## config.mk

```make
export PLATFORM = sky130hd
export DESIGN_NAME = bpfc_port
export DESIGN_NICKNAME = d
export VERILOG_FILES = /design/src/hdl/bpfc_port.v /design/src/hdl/bpfc_rx_mem.v
export VERILOG_INCLUDE_DIRS = /design/src /design/src/hdl
export SDC_FILE = /design/constraint.sdc
export NUM_CORES = 1
export LEC_CHECK = 0
export BUFFER_PORTS_ARGS = -buffer_cell sky130_fd_sc_hd__buf_2
export CAP_MARGIN = 40
export CORE_MARGIN = 1.5
export CORE_UTILIZATION = 50
export DETAILED_ROUTE_END_ITERATION = 7
export GPL_ROUTABILITY_DRIVEN = 0
export PLACE_DENSITY = 0.81
export SLEW_MARGIN = 20
export SYNTH_ARGS = -nofsm -noshare
export SYNTH_HDL_FRONTEND = slang
export SYNTH_SLANG_ARGS = --single-unit
```

## constraint.sdc

```tcl
create_clock -name core_clk -period 2.55 [get_ports core_clk]
set_input_delay 0.255 -clock core_clk [delete_from_list [all_inputs] [get_ports core_clk]]
set_output_delay 0.255 -clock core_clk [all_outputs]
set_load 0.05 [all_outputs]
```

## src/hdl/bpfc_defines.vh

```
// Constants for the buffered flow-controlled port
// How it works
// - Handshake output with flow lines wider than one bit raises an exception.
// - Strobed-master input with strobe wider than one bit raises an exception.
// - Handshake output holds the starting value until the first word is sent.
// - Flow-permit input is captured on every sampling edge in handshake output mode.
// - New data goes out only at falling edges after a high permit.
// - Valid strobe is high on falling edges that drive new data.
// - Sampling edge defaults to rising; a sample delay can move it.
// - Space strobe asserts at falling edges while receive buffer not full.
// - Input pins are captured on the sampling edge after space strobe.
`ifndef BPFC_DEFINES_VH
`define BPFC_DEFINES_VH
`define BPFC_DATA_W      8
`define BPFC_DIV_W       8
`define BPFC_DLY_W       4
`define BPFC_DEPTH_W     2
`define BPFC_DEPTH       4
`define BPFC_MODE_OFF    2'h0
`define BPFC_MODE_HSOUT  2'h1
`define BPFC_MODE_SMIN   2'h2
`define BPFC_DIV_RST     8'h02
`define BPFC_DLY_RST     4'h0
`endif

```

## src/hdl/bpfc_port.v

```verilog
// Buffered port with handshake output and strobed-master input modes
`timescale 1ns/1ps
`include "bpfc_defines.vh"
module bpfc_port (
    // Clock and reset
    input  wire                   core_clk,
    input  wire                   rstn,
    // Configuration
    input  wire                   cfg_load,
    input  wire [1:0]             cfg_mode,
    input  wire [7:0]             cfg_init,
    input  wire [7:0]             cfg_div,
    input  wire [3:0]             cfg_sample_dly,
    input  wire [1:0]             cfg_permit_w,
    input  wire [1:0]             cfg_valid_w,
    input  wire [1:0]             cfg_space_w,
    output reg  [1:0]             mode_r,
    output reg                    cfg_exc_r,
    // Software output words
    input  wire                   tx_valid,
    input  wire [7:0]             tx_data,
    output wire                   tx_ready,
    // Software input words
    output wire                   rx_valid,
    output wire [7:0]             rx_data,
    input  wire                   rx_ready,
    // Port pins
    output reg                    port_clk_r,
    output reg  [7:0]             pin_out_r,
    output reg                    pin_oe_n_r,
    input  wire [7:0]             pin_in,
    input  wire                   permit_in,
    output reg                    strobe_out_r
);
    reg [7:0] div_r;
    reg [7:0] div_val_r;
    reg [3:0] dly_val_r;
    reg [3:0] dly_r;
    reg       dly_run_r;
    reg [7:0] pin_s1_r;
    reg [7:0] pin_s2_r;
    reg       permit_s1_r;
    reg       permit_s2_r;
    reg       permit_cap_r;
    reg [7:0] tx_hold_r;
    reg       tx_full_r;
    reg [2:0] rx_cnt_r;
    reg [1:0] wr_ptr_r;
    reg [1:0] rd_ptr_r;
    reg       rd_pend_r;
    reg       out_vld_r;
    wire      rise_en;
    wire      fall_en;
    wire      samp_en;
    wire      rx_full;
    wire      rx_push;
    wire      rx_pop;
    wire      rd_fire;
    wire      send_now;
    wire      hs_cfg_ok;

    // Port clock edges derived from core clock by a divider
    assign rise_en = (div_r == div_val_r) && !port_clk_r;
    assign fall_en = (div_r == div_val_r) && port_clk_r;

    always @(posedge core_clk or negedge rstn) begin
        if (!rstn) begin
            div_r      <= 8'h00;
            port_clk_r <= 1'b0;
        end else if (mode_r == `BPFC_MODE_OFF) begin
            div_r      <= 8'h00;
            port_clk_r <= 1'b0;
        end else if (div_r == div_val_r) begin
            div_r      <= 8'h00;
            port_clk_r <= ~port_clk_r;
        end else begin
            div_r <= div_r + 8'h01;
        end
    end

    // Sampling point: rise edge, or a delay after it in core cycles
    // sampling edge select
    assign samp_en = (dly_val_r == 4'h0) ? rise_en
                   : (dly_run_r && dly_r == 4'h1);

    always @(posedge core_clk or negedge rstn) begin
        if (!rstn) begin
            dly_r     <= 4'h0;
            dly_run_r <= 1'b0;
        end else if (rise_en && dly_val_r != 4'h0) begin
            dly_r     <= dly_val_r;
            dly_run_r <= 1'b1;
        end else if (dly_run_r) begin
            dly_r     <= dly_r - 4'h1;
            dly_run_r <= (dly_r != 4'h1);
        end
    end

    // Configuration load with width checks; rejected modes fall to off
    always @(posedge core_clk or negedge rstn) begin
        if (!rstn) begin
            mode_r    <= `BPFC_MODE_OFF;
            cfg_exc_r <= 1'b0;
            div_val_r <= `BPFC_DIV_RST;
            dly_val_r <= `BPFC_DLY_RST;
        end else if (cfg_load) begin
            div_val_r <= (cfg_div == 8'h00) ? 8'h01 : cfg_div;
            dly_val_r <= cfg_sample_dly;
            cfg_exc_r <= 1'b0;
            mode_r    <= cfg_mode;
            if (cfg_mode == `BPFC_MODE_HSOUT &&
                (cfg_permit_w != 2'h1 || cfg_valid_w != 2'h1)) begin
                cfg_exc_r <= 1'b1;
                mode_r    <= `BPFC_MODE_OFF;
            end
            if (cfg_mode == `BPFC_MODE_SMIN && cfg_space_w != 2'h1) begin
                cfg_exc_r <= 1'b1;
                mode_r    <= `BPFC_MODE_OFF;
            end
            if (cfg_mode == 2'h3) begin
                cfg_exc_r <= 1'b1;
                mode_r    <= `BPFC_MODE_OFF;
            end
        end
    end

    // Pin inputs cross in through two flops before use
    always @(posedge core_clk or negedge rstn) begin
        if (!rstn) begin
            pin_s1_r    <= 8'h00;
            pin_s2_r    <= 8'h00;
            permit_s1_r <= 1'b0;
            permit_s2_r <= 1'b0;
        end else begin
            pin_s1_r    <= pin_in;
            pin_s2_r    <= pin_s1_r;
            permit_s1_r <= permit_in;
            permit_s2_r <= permit_s1_r;
        end
    end

    // One-word transmit holding buffer
    assign tx_ready = (mode_r == `BPFC_MODE_HSOUT) && !tx_full_r;
    // send only after high captured permit
    assign send_now = fall_en && tx_full_r && permit_cap_r;

    always @(posedge core_clk or negedge rstn) begin
        if (!rstn) begin
            tx_hold_r <= 8'h00;
            tx_full_r <= 1'b0;
        end else if (cfg_load) begin
            tx_full_r <= 1'b0;
        end else if (tx_valid && tx_ready) begin
            tx_hold_r <= tx_data;
            tx_full_r <= 1'b1;
        end else if (send_now) begin
            tx_full_r <= 1'b0;
        end
    end

    // Permit capture on each sampling edge in handshake output mode
    always @(posedge core_clk or negedge rstn) begin
        if (!rstn) begin
            permit_cap_r <= 1'b0;
        end else if (cfg_load) begin
            permit_cap_r <= 1'b0;
        end else if (samp_en && mode_r == `BPFC_MODE_HSOUT) begin
            permit_cap_r <= permit_s2_r;
        end
    end

    // Pins driven only for an accepted handshake load, so a rejected
    // configuration never drives the bus for a stray cycle
    assign hs_cfg_ok = (cfg_mode == `BPFC_MODE_HSOUT) &&
                       (cfg_permit_w == 2'h1) && (cfg_valid_w == 2'h1);

    // Output pins and strobe: set on a load, released when off, otherwise updated at falling edges
    always @(posedge core_clk or negedge rstn) begin
        if (!rstn) begin
            pin_out_r    <= 8'h00;
            pin_oe_n_r   <= 1'b1;
            strobe_out_r <= 1'b0;
        end else if (cfg_load) begin
            pin_out_r    <= cfg_init;
            pin_oe_n_r   <= !hs_cfg_ok;
            strobe_out_r <= 1'b0;
        end else if (mode_r == `BPFC_MODE_OFF) begin
            pin_oe_n_r   <= 1'b1;
            strobe_out_r <= 1'b0;
        end else if (fall_en) begin
            if (mode_r == `BPFC_MODE_HSOUT) begin
                strobe_out_r <= send_now;
                if (send_now) begin
                    pin_out_r <= tx_hold_r;
                end
            end else begin
                strobe_out_r <= !rx_full;
            end
        end
    end

    // Receive buffer bookkeeping; the strobe reserves room one word ahead
    assign rx_full = (rx_cnt_r >= 3'h4) ||
                     (rx_cnt_r == 3'h3 && strobe_out_r);
    assign rx_push = samp_en && strobe_out_r &&
                     (mode_r == `BPFC_MODE_SMIN) && (rx_cnt_r != 3'h4);
    assign rd_fire = (rx_cnt_r != 3'h0) && (!out_vld_r || rx_pop) &&
                     !rd_pend_r;
    assign rx_pop  = out_vld_r && rx_ready;
    assign rx_valid = out_vld_r;

    always @(posedge core_clk or negedge rstn) begin
        if (!rstn) begin
            rx_cnt_r  <= 3'h0;
            wr_ptr_r  <= 2'h0;
            rd_ptr_r  <= 2'h0;
            rd_pend_r <= 1'b0;
            out_vld_r <= 1'b0;
        end else begin
            rx_cnt_r <= rx_cnt_r + {2'h0, rx_push} - {2'h0, rd_fire};
            if (rx_push) begin
                wr_ptr_r <= wr_ptr_r + 2'h1;
            end
            if (rd_fire) begin
                rd_ptr_r <= rd_ptr_r + 2'h1;
            end
            rd_pend_r <= rd_fire;
            if (rd_pend_r) begin
                out_vld_r <= 1'b1;
            end else if (rx_pop) begin
                out_vld_r <= 1'b0;
            end
        end
    end

    // Receive storage
    bpfc_rx_mem u_mem (
        .core_clk (core_clk),
        .wr_en    (rx_push),
        .wr_addr  (wr_ptr_r),
        .wr_data  (pin_s2_r),
        .rd_en    (rd_fire),
        .rd_addr  (rd_ptr_r),
        .rd_data  (rx_data)
    );
endmodule // bpfc_port

```

## src/hdl/bpfc_rx_mem.v

```verilog
// Small receive buffer memory with registered read data
`timescale 1ns/1ps
module bpfc_rx_mem (
    // Clock
    input  wire                   core_clk,
    // Write side
    input  wire                   wr_en,
    input  wire [1:0]             wr_addr,
    input  wire [7:0]             wr_data,
    // Read side
    input  wire                   rd_en,
    input  wire [1:0]             rd_addr,
    output reg  [7:0]             rd_data
);
    reg [7:0] mem [0:3];

    // Storage and registered read; no reset needed for data
    always @(posedge core_clk) begin
        if (wr_en) begin
            mem[wr_addr] <= wr_data;
        end
        if (rd_en) begin
            rd_data <= mem[rd_addr];
        end
    end
endmodule // bpfc_rx_mem
```

==> impl_metrics.csv, run 1 <==
group,metric,value,unit
sta,max_slew_margin,0.5345,
logic_synthesis,async_flop_share,0.6552,
sta,finalCriticalPeriod,2859,ps
sta,worst_slack,-308.7,ps
floorplan,die_h,99.47,um
floorplan,num_rows,35,
global_route,grt_pass1_vias,3161,
global_route,grt_pass1_wl,15.70,mm
logic_synthesis,seq_area_frac_synth,0.6674,
critical_path,rrSetupSlack,-310,ps
cts,cts_root_buf,"clkbuf_8",
critical_path,crit_type,"flop to flop",
cts,clkSinkCount,116,
layout,final_core_util,0.6963,
sta,fin_crit_sh,1.121,
floorplan,io-pin-count,74,
logic_synthesis,syn-num-nets,360,
critical_path,cp-start-kind,"flop",
logic_synthesis,ys_types,39,
layout,drive_above_1_share,0.4069,
placement,dp_hpwl,5.688,mm
floorplan,core,9109,sq um
run,drv_cap,0,
sta,report.final.slew_viol_count,0,
logic_synthesis,syn_area,4653,sq um
power,p_per_area,951.3,nW/um^2
global_route,grtUsageTotal,0.2135,
logic_synthesis,netlist_instances,300,
critical_path,crit_top_cell,"inv_1",
sta,finalSetupViolCount,2,
layout,n_antenna_cell,0,
detailed_routing,antenna_left,0,
floorplan,die_w,99.47,um
global_route,grt_max_degree,60,
run_status,status,"finished with violations",
layout,nNetsFinal,509,
cts,clock_latency,520,ps
detailed_routing,drtIter0Drc,110,
critical_path,cp_slowest_cell,"or4_4",
power,ir_drop,0.0005823,V
detailed_routing,drcViolationCount,0,
critical_path,cp_top_family,"adder cells",
placement,portBuffers,73,
detailed_routing,drt_first_pass_iters,4,
sta,finalHoldViolations,0,
cts,htree_levels,4,
layout,layout.cells.non_filler,573,
logic_synthesis,synth-edff-count,40,
sta,fin_skew,6.599,ps
sta,rsz0062_at_grt,"yes",
logic_synthesis,syn_avg_cell_area,15.51,sq um
cts,clk_transition_reported_paths,60,ps
logic_synthesis,synthFlopType,"dfrtp_1",
critical_path,critPathBufInv,3,
detailed_routing,vias_per_cell,5.201,
floorplan,die_area,9894,sq um
cts,cts_buffers,17,
critical_path,cp_cell_sequence,"or4_4, nor2_4, nand3_2, a221oi_4, inv_1, ha_1, inv_1, ha_2, inv_2, fa_2, xnor2_2, xnor2_1",
layout,area_growth,36.30,%
global_route,overflow,0,
logic_synthesis,synth_top_cells_by_count,"74 x dfrtp_1, 40 x edfxtp_1, 33 x mux2_2",
detailed_routing,detail_route.wl_per_cell,16.55,um
sta,tightest_slew,693.7,ps
critical_path,arrival,3250,ps
logic_synthesis,synth_area_leader_cell,"dfrtp_1",
run_status,failed_checks,"negative setup slack",
detailed_routing,vias,2980,
logic_synthesis,ys_seq_elements,116,
cts,cts_tree,"done",
placement,dp.cells,502,
logic_synthesis,synth_top_area_share,0.3980,
detailed_routing,wirelength,9.484,mm
global_route,grt_antenna_before_repair,0,
floorplan,start_util,0.5109,
critical_path,slowest_delay,550,ps
critical_path,crit_fanout,2,
power,leakagePower,0.002774,uW
logic_synthesis,post-synth-top-count-cell,"dfrtp_1",
logic_synthesis,synth_area_leaders,"dfrtp_1 40%, edfxtp_1 26%, mux2_2 8.0%",
sta,fmax,0.3498,GHz
logic_synthesis,ys_warn_count,0,
power,total_power,6033,uW
cts,cts.path.max_buffers,2,
critical_path,end_kind,"flop",
worst_hold_path,min_path_type,"input port to flop",
critical_path,cp.required,2940,ps
-- cell usage in the layout, fill, tap and decap left out, drive strengths merged, types with 8 or more instances in the layout --
| cell type | instances |
|---|---|
| a21oi | 8 |
| buf | 102 |
| clkbuf | 17 |
| dfrtp | 74 |
| dlygate4sd3 | 34 |
| edfxtp | 40 |
| ha | 9 |
| inv | 18 |
| mux2 | 39 |
| mux4 | 8 |
| nand2 | 8 |
| nand3 | 10 |
| nor2 | 25 |
| xor2 | 16 |
-- power by group --
| part | internal, uW | switching [uW] | leakage, uW | total (uW) |
|---|---|---|---|---|
| registers | 2200 | 213 | 0.00130 | 2420 |
| clock network | 1510 | 892 | 0.000292 | 2410 |
| logic | 518 | 693 | 0.00118 | 1210 |
-- logic make-up after synthesis --
group | Yosys count | synth area share
flip-flops | 116 | 0.6674
multiplexers | 48 | 0.1353
buffers and inverters | 17 | 0.01452
AND/OR/NAND/NOR | 71 | 0.08793
adder cells (fa/ha/maj) | 10 | 0.02850
AO/OA/AOI/OAI | 15 | 0.02313
XOR/XNOR | 23 | 0.04329
-- sequential cells by signal, indices dropped and copies added, names as in the netlist, 2 cells and up --
name	flops
u_mem.mem	32
div_r	8
div_val_r	8
pin_out_r	8
pin_s1_r	8
pin_s2_r	8
tx_hold_r	8
u_mem.rd_data	8
dly_r	4
dly_val_r	4
rx_cnt_r	3
mode_r	2
rd_ptr_r	2
wr_ptr_r	2
-- cell type report --
type	count	area, sq um
clock inverters	15	192.7
inverters	11	41.29
well taps	111	138.9
repair buffers	136	945.9
flip-flops and latches	116	3105
multi-input cells	167	1504
fillers	595	2766
clock buffers	17	414.1
-- worst reg2reg max path, stage by stage, from the launching register on --
cell and delay [ps]:
dfrtp_1 410, or4_4 560, nor2_4 100, nand3_2 120, a221oi_4 280, inv_1 80
ha_1 270, inv_1 60, ha_2 170, inv_2 40, fa_2 360, xnor2_2 150
xnor2_1 140
-- layer usage --
metal	vias to the layer above	global-route usage	routed length [um]
met5	-	0	0
met4	0	0.07801	113
met3	12	0.06395	374
met2	81	0.3736	5073
met1	1510	0.2499	3923
li1	1377	-	-
-- final timing paths --
kind / start / cells after the start / endpoint
setup reg to reg: dly_val_r[1] / 12 / rx_cnt_r[2]
hold reg to reg: pin_s1_r[5] / 0 / pin_s2_r[5]
hold / removal: cfg_div[4] / 2 / div_val_r[4]
min in group asynchronous: rstn / 2 / pin_s1_r[2]
setup / recovery: dly_val_r[1] / 12 / rx_cnt_r[2]
max in group asynchronous: rstn / 3 / div_val_r[1]
-- what timing repair did --
action                                  4_1_cts  5_1_grt
hold endpoints to repair                    107        0
setup buffers                                 3        2
cloned                                        0        0
pin swaps                                     7        5
gates resized for setup                       7        1
hold buffers                                 34        0
endpoints found under the setup margin        2        2
-- per-stage QoR --
| stage | cell area (sq um) | setup slack (ps) | TNS, ps | hold WS (ps) |
|---|---|---|---|---|
| after floorplan | 4653 | -279.3 | -419.0 | -40.59 |
| after global placement | 5306 | -196.5 | -249.9 | 333.0 |
| after detailed placement | 5334 | -283.4 | -411.7 | 159.4 |
| after CTS | 6327 | -293.1 | -470.4 | 3.080 |
| after global routing | 6342 | -400.4 | -680.3 | 1.864 |
| final | 6342 | -308.7 | -505.9 | 12.76 |
Power figures use the tool's default switching activity.
==> inputs of run 2 (changes only) <==
- GPL_TIMING_DRIVEN: not set -> 0
==> run 2 against run 1 <==
Net effect: the flow still finishes with violations (negative setup slack); power decreased by 1.4%; fmax increased by 5.2%; first-iteration DRC count increased by 47%; cell count decreased by 1.0%; combinational power increased by 5%; clock power decreased by 3%; worst hold slack improved by 31 ps; via count increased by 1.1%; largest cell class unchanged; largest power group unchanged.
==> impl_metrics.csv, run 2 (synthesis results as in run 1) <==
group,metric,value,unit
power,p_per_area,951.1,nW/um^2
sta,fmax,0.3681,GHz
power,leakagePower,0.002710,uW
detailed_routing,drt_first_pass_iters,4,
placement,portBuffers,73,
floorplan,start_util,0.5109,
sta,fin_crit_sh,1.065,
critical_path,end_kind,"flop",
floorplan,die_h,99.47,um
floorplan,die_w,99.47,um
cts,cts.path.max_buffers,2,
layout,largest-register,"u_mem.mem",
global_route,overflow,0,
layout,largest_reg_flops,32,
critical_path,crit_type,"flop to flop",
cts,cts_buffers,17,
worst_hold_path,worstHoldStart,"cfg_div[3]",
global_route,grt_pass1_vias,3279,
floorplan,io-pin-count,74,
layout,stdcell_area,6255,sq um
detailed_routing,drcViolationCount,0,
placement,dp.cells,486,
critical_path,timing.rr.start,"dly_val_r[0]",
placement,postPlaceCellArea,5187,sq um
sta,worst_slack,-166.4,ps
critical_path,arrival,3110,ps
layout,n_antenna_cell,0,
layout,drive_above_1_share,0.3816,
cts,cts_tree,"done",
sta,tightest_slew,627.3,ps
sta,report.final.slew_viol_count,0,
detailed_routing,route.met3.wl,459,um
run_status,failed_checks,"negative setup slack",
floorplan,num_rows,35,
critical_path,crit_fanout,2,
floorplan,die_area,9894,sq um
layout,final_common_cell,"dfrtp_1",
worst_hold_path,min_path_type,"input port to flop",
detailed_routing,drtIter0Drc,162,
cts,clk_transition_reported_paths,60,ps
detailed_routing,wirelength,9.828,mm
sta,finalHoldViolations,0,
sta,finalSetupViolCount,2,
cts,cts_root_buf,"clkbuf_8",
sta,rsz0062_at_grt,"yes",
cts,htree_levels,4,
placement,dp_hpwl,5.549,mm
global_route,grt_antenna_before_repair,0,
cts,clkSinkCount,116,
detailed_routing,antenna_left,0,
power,ir_drop,0.0004948,V
cts,clock_latency,520,ps
detailed_routing,highest_layer,"met4",
run_status,status,"finished with violations",
layout,nNetsFinal,503,
layout,n_fill_cell,576,
layout,layout.cells.non_filler,567,
layout,area_growth,34.42,%
sta,max_slew_margin,0.5790,
detailed_routing,m1WireLength,3.746,mm
detailed_routing,wl_met2,5.446,mm
critical_path,cp-start-kind,"flop",
run,drv_cap,0,
detailed_routing,vias,3012,
sta,fin_skew,8.849,ps
global_route,grt_max_degree,43,
floorplan,core,9109,sq um
sta,setup_tns,-255.5,ps
detailed_routing,vias_per_cell,5.312,
global_route,grt_pass1_wl,16.31,mm
detailed_routing,detail_route.wl_per_cell,17.33,um
layout,final_cell_mix,"73 x dfrtp_1, 72 x buf_2, 40 x edfxtp_1",
critical_path,cp.required,2950,ps
power,total_power,5949,uW
critical_path,crit_path_start,"dly_val_r[0]",
sta,finalCriticalPeriod,2716,ps
global_route,grtUsageTotal,0.2228,
-- run 2: per-layer routing --
metal	vias up	track usage
met5	-	0
met4	0	0.08667
met3	16	0.06325
met2	105	0.3925
met1	1525	0.2586
li1	1366	-
-- run 2: final cells by class --
class,instances,area (sq um),share of cell area
Inverter,11,41.29,0.006601
Multi-Input combinational cell,167,1501,0.2400
Sequential cell,116,3107,0.4967
Buffer,6,26.28,0.004201
Clock buffer,17,414.1,0.06621
Clock inverter,15,168.9,0.02701
Timing Repair Buffer,124,857.1,0.1370
Tap cell,111,138.9,0.02220
-- run 2: stage by stage --
step                      hold WS, ps  worst slack, ps  utilization
after floorplan                -40.59           -279.3            -
after global placement          332.2           -464.0       0.5662
after detailed placement        256.8           -520.5       0.5695
after CTS                       3.978           -213.1       0.6810
after global routing            20.77           -304.7       0.6867
final                           43.29           -166.4       0.6867
-- run 2: what timing repair did --
item | 4_1_cts | 5_1_grt
resized for setup | 5 | 1
hold buffers | 35 | 1
gates cloned | 0 | 0
endpoints found under the hold margin | 68 | 1
setup buffers | 9 | 3
pin swaps | 8 | 3
endpoints found under the setup margin | 2 | 2
-- run 2: path summary, 6_finish.rpt --
kind / endpoint / slack (ps) / cells past startpoint
max reg2reg: rx_cnt_r[2] / -170 / 12
max in group asynchronous: div_val_r[1] / 1670 / 3
min: div_val_r[3] / 40 / 2
min reg2reg: pin_s2_r[3] / 350 / 0
max: rx_cnt_r[2] / -170 / 12
min in group asynchronous: cfg_exc_r / 230 / 2
-- run 2: worst max-delay path, cell delays in order (launching register included) --
cell and delay (ps):
dfrtp_1 380, or4_4 560, nor2_4 100, nand3_2 100, a221oi_4 250, inv_1 70
ha_1 290, inv_1 60, ha_1 130, inv_1 50, fa_2 350, xnor2_2 150
xnor2_1 120
-- run 2: where the power goes --
group / internal (uW) / switching, uW
Sequential: 2200 / 145
Clock: 1410 / 914
Combinational: 518 / 755
Total: 4140 / 1810
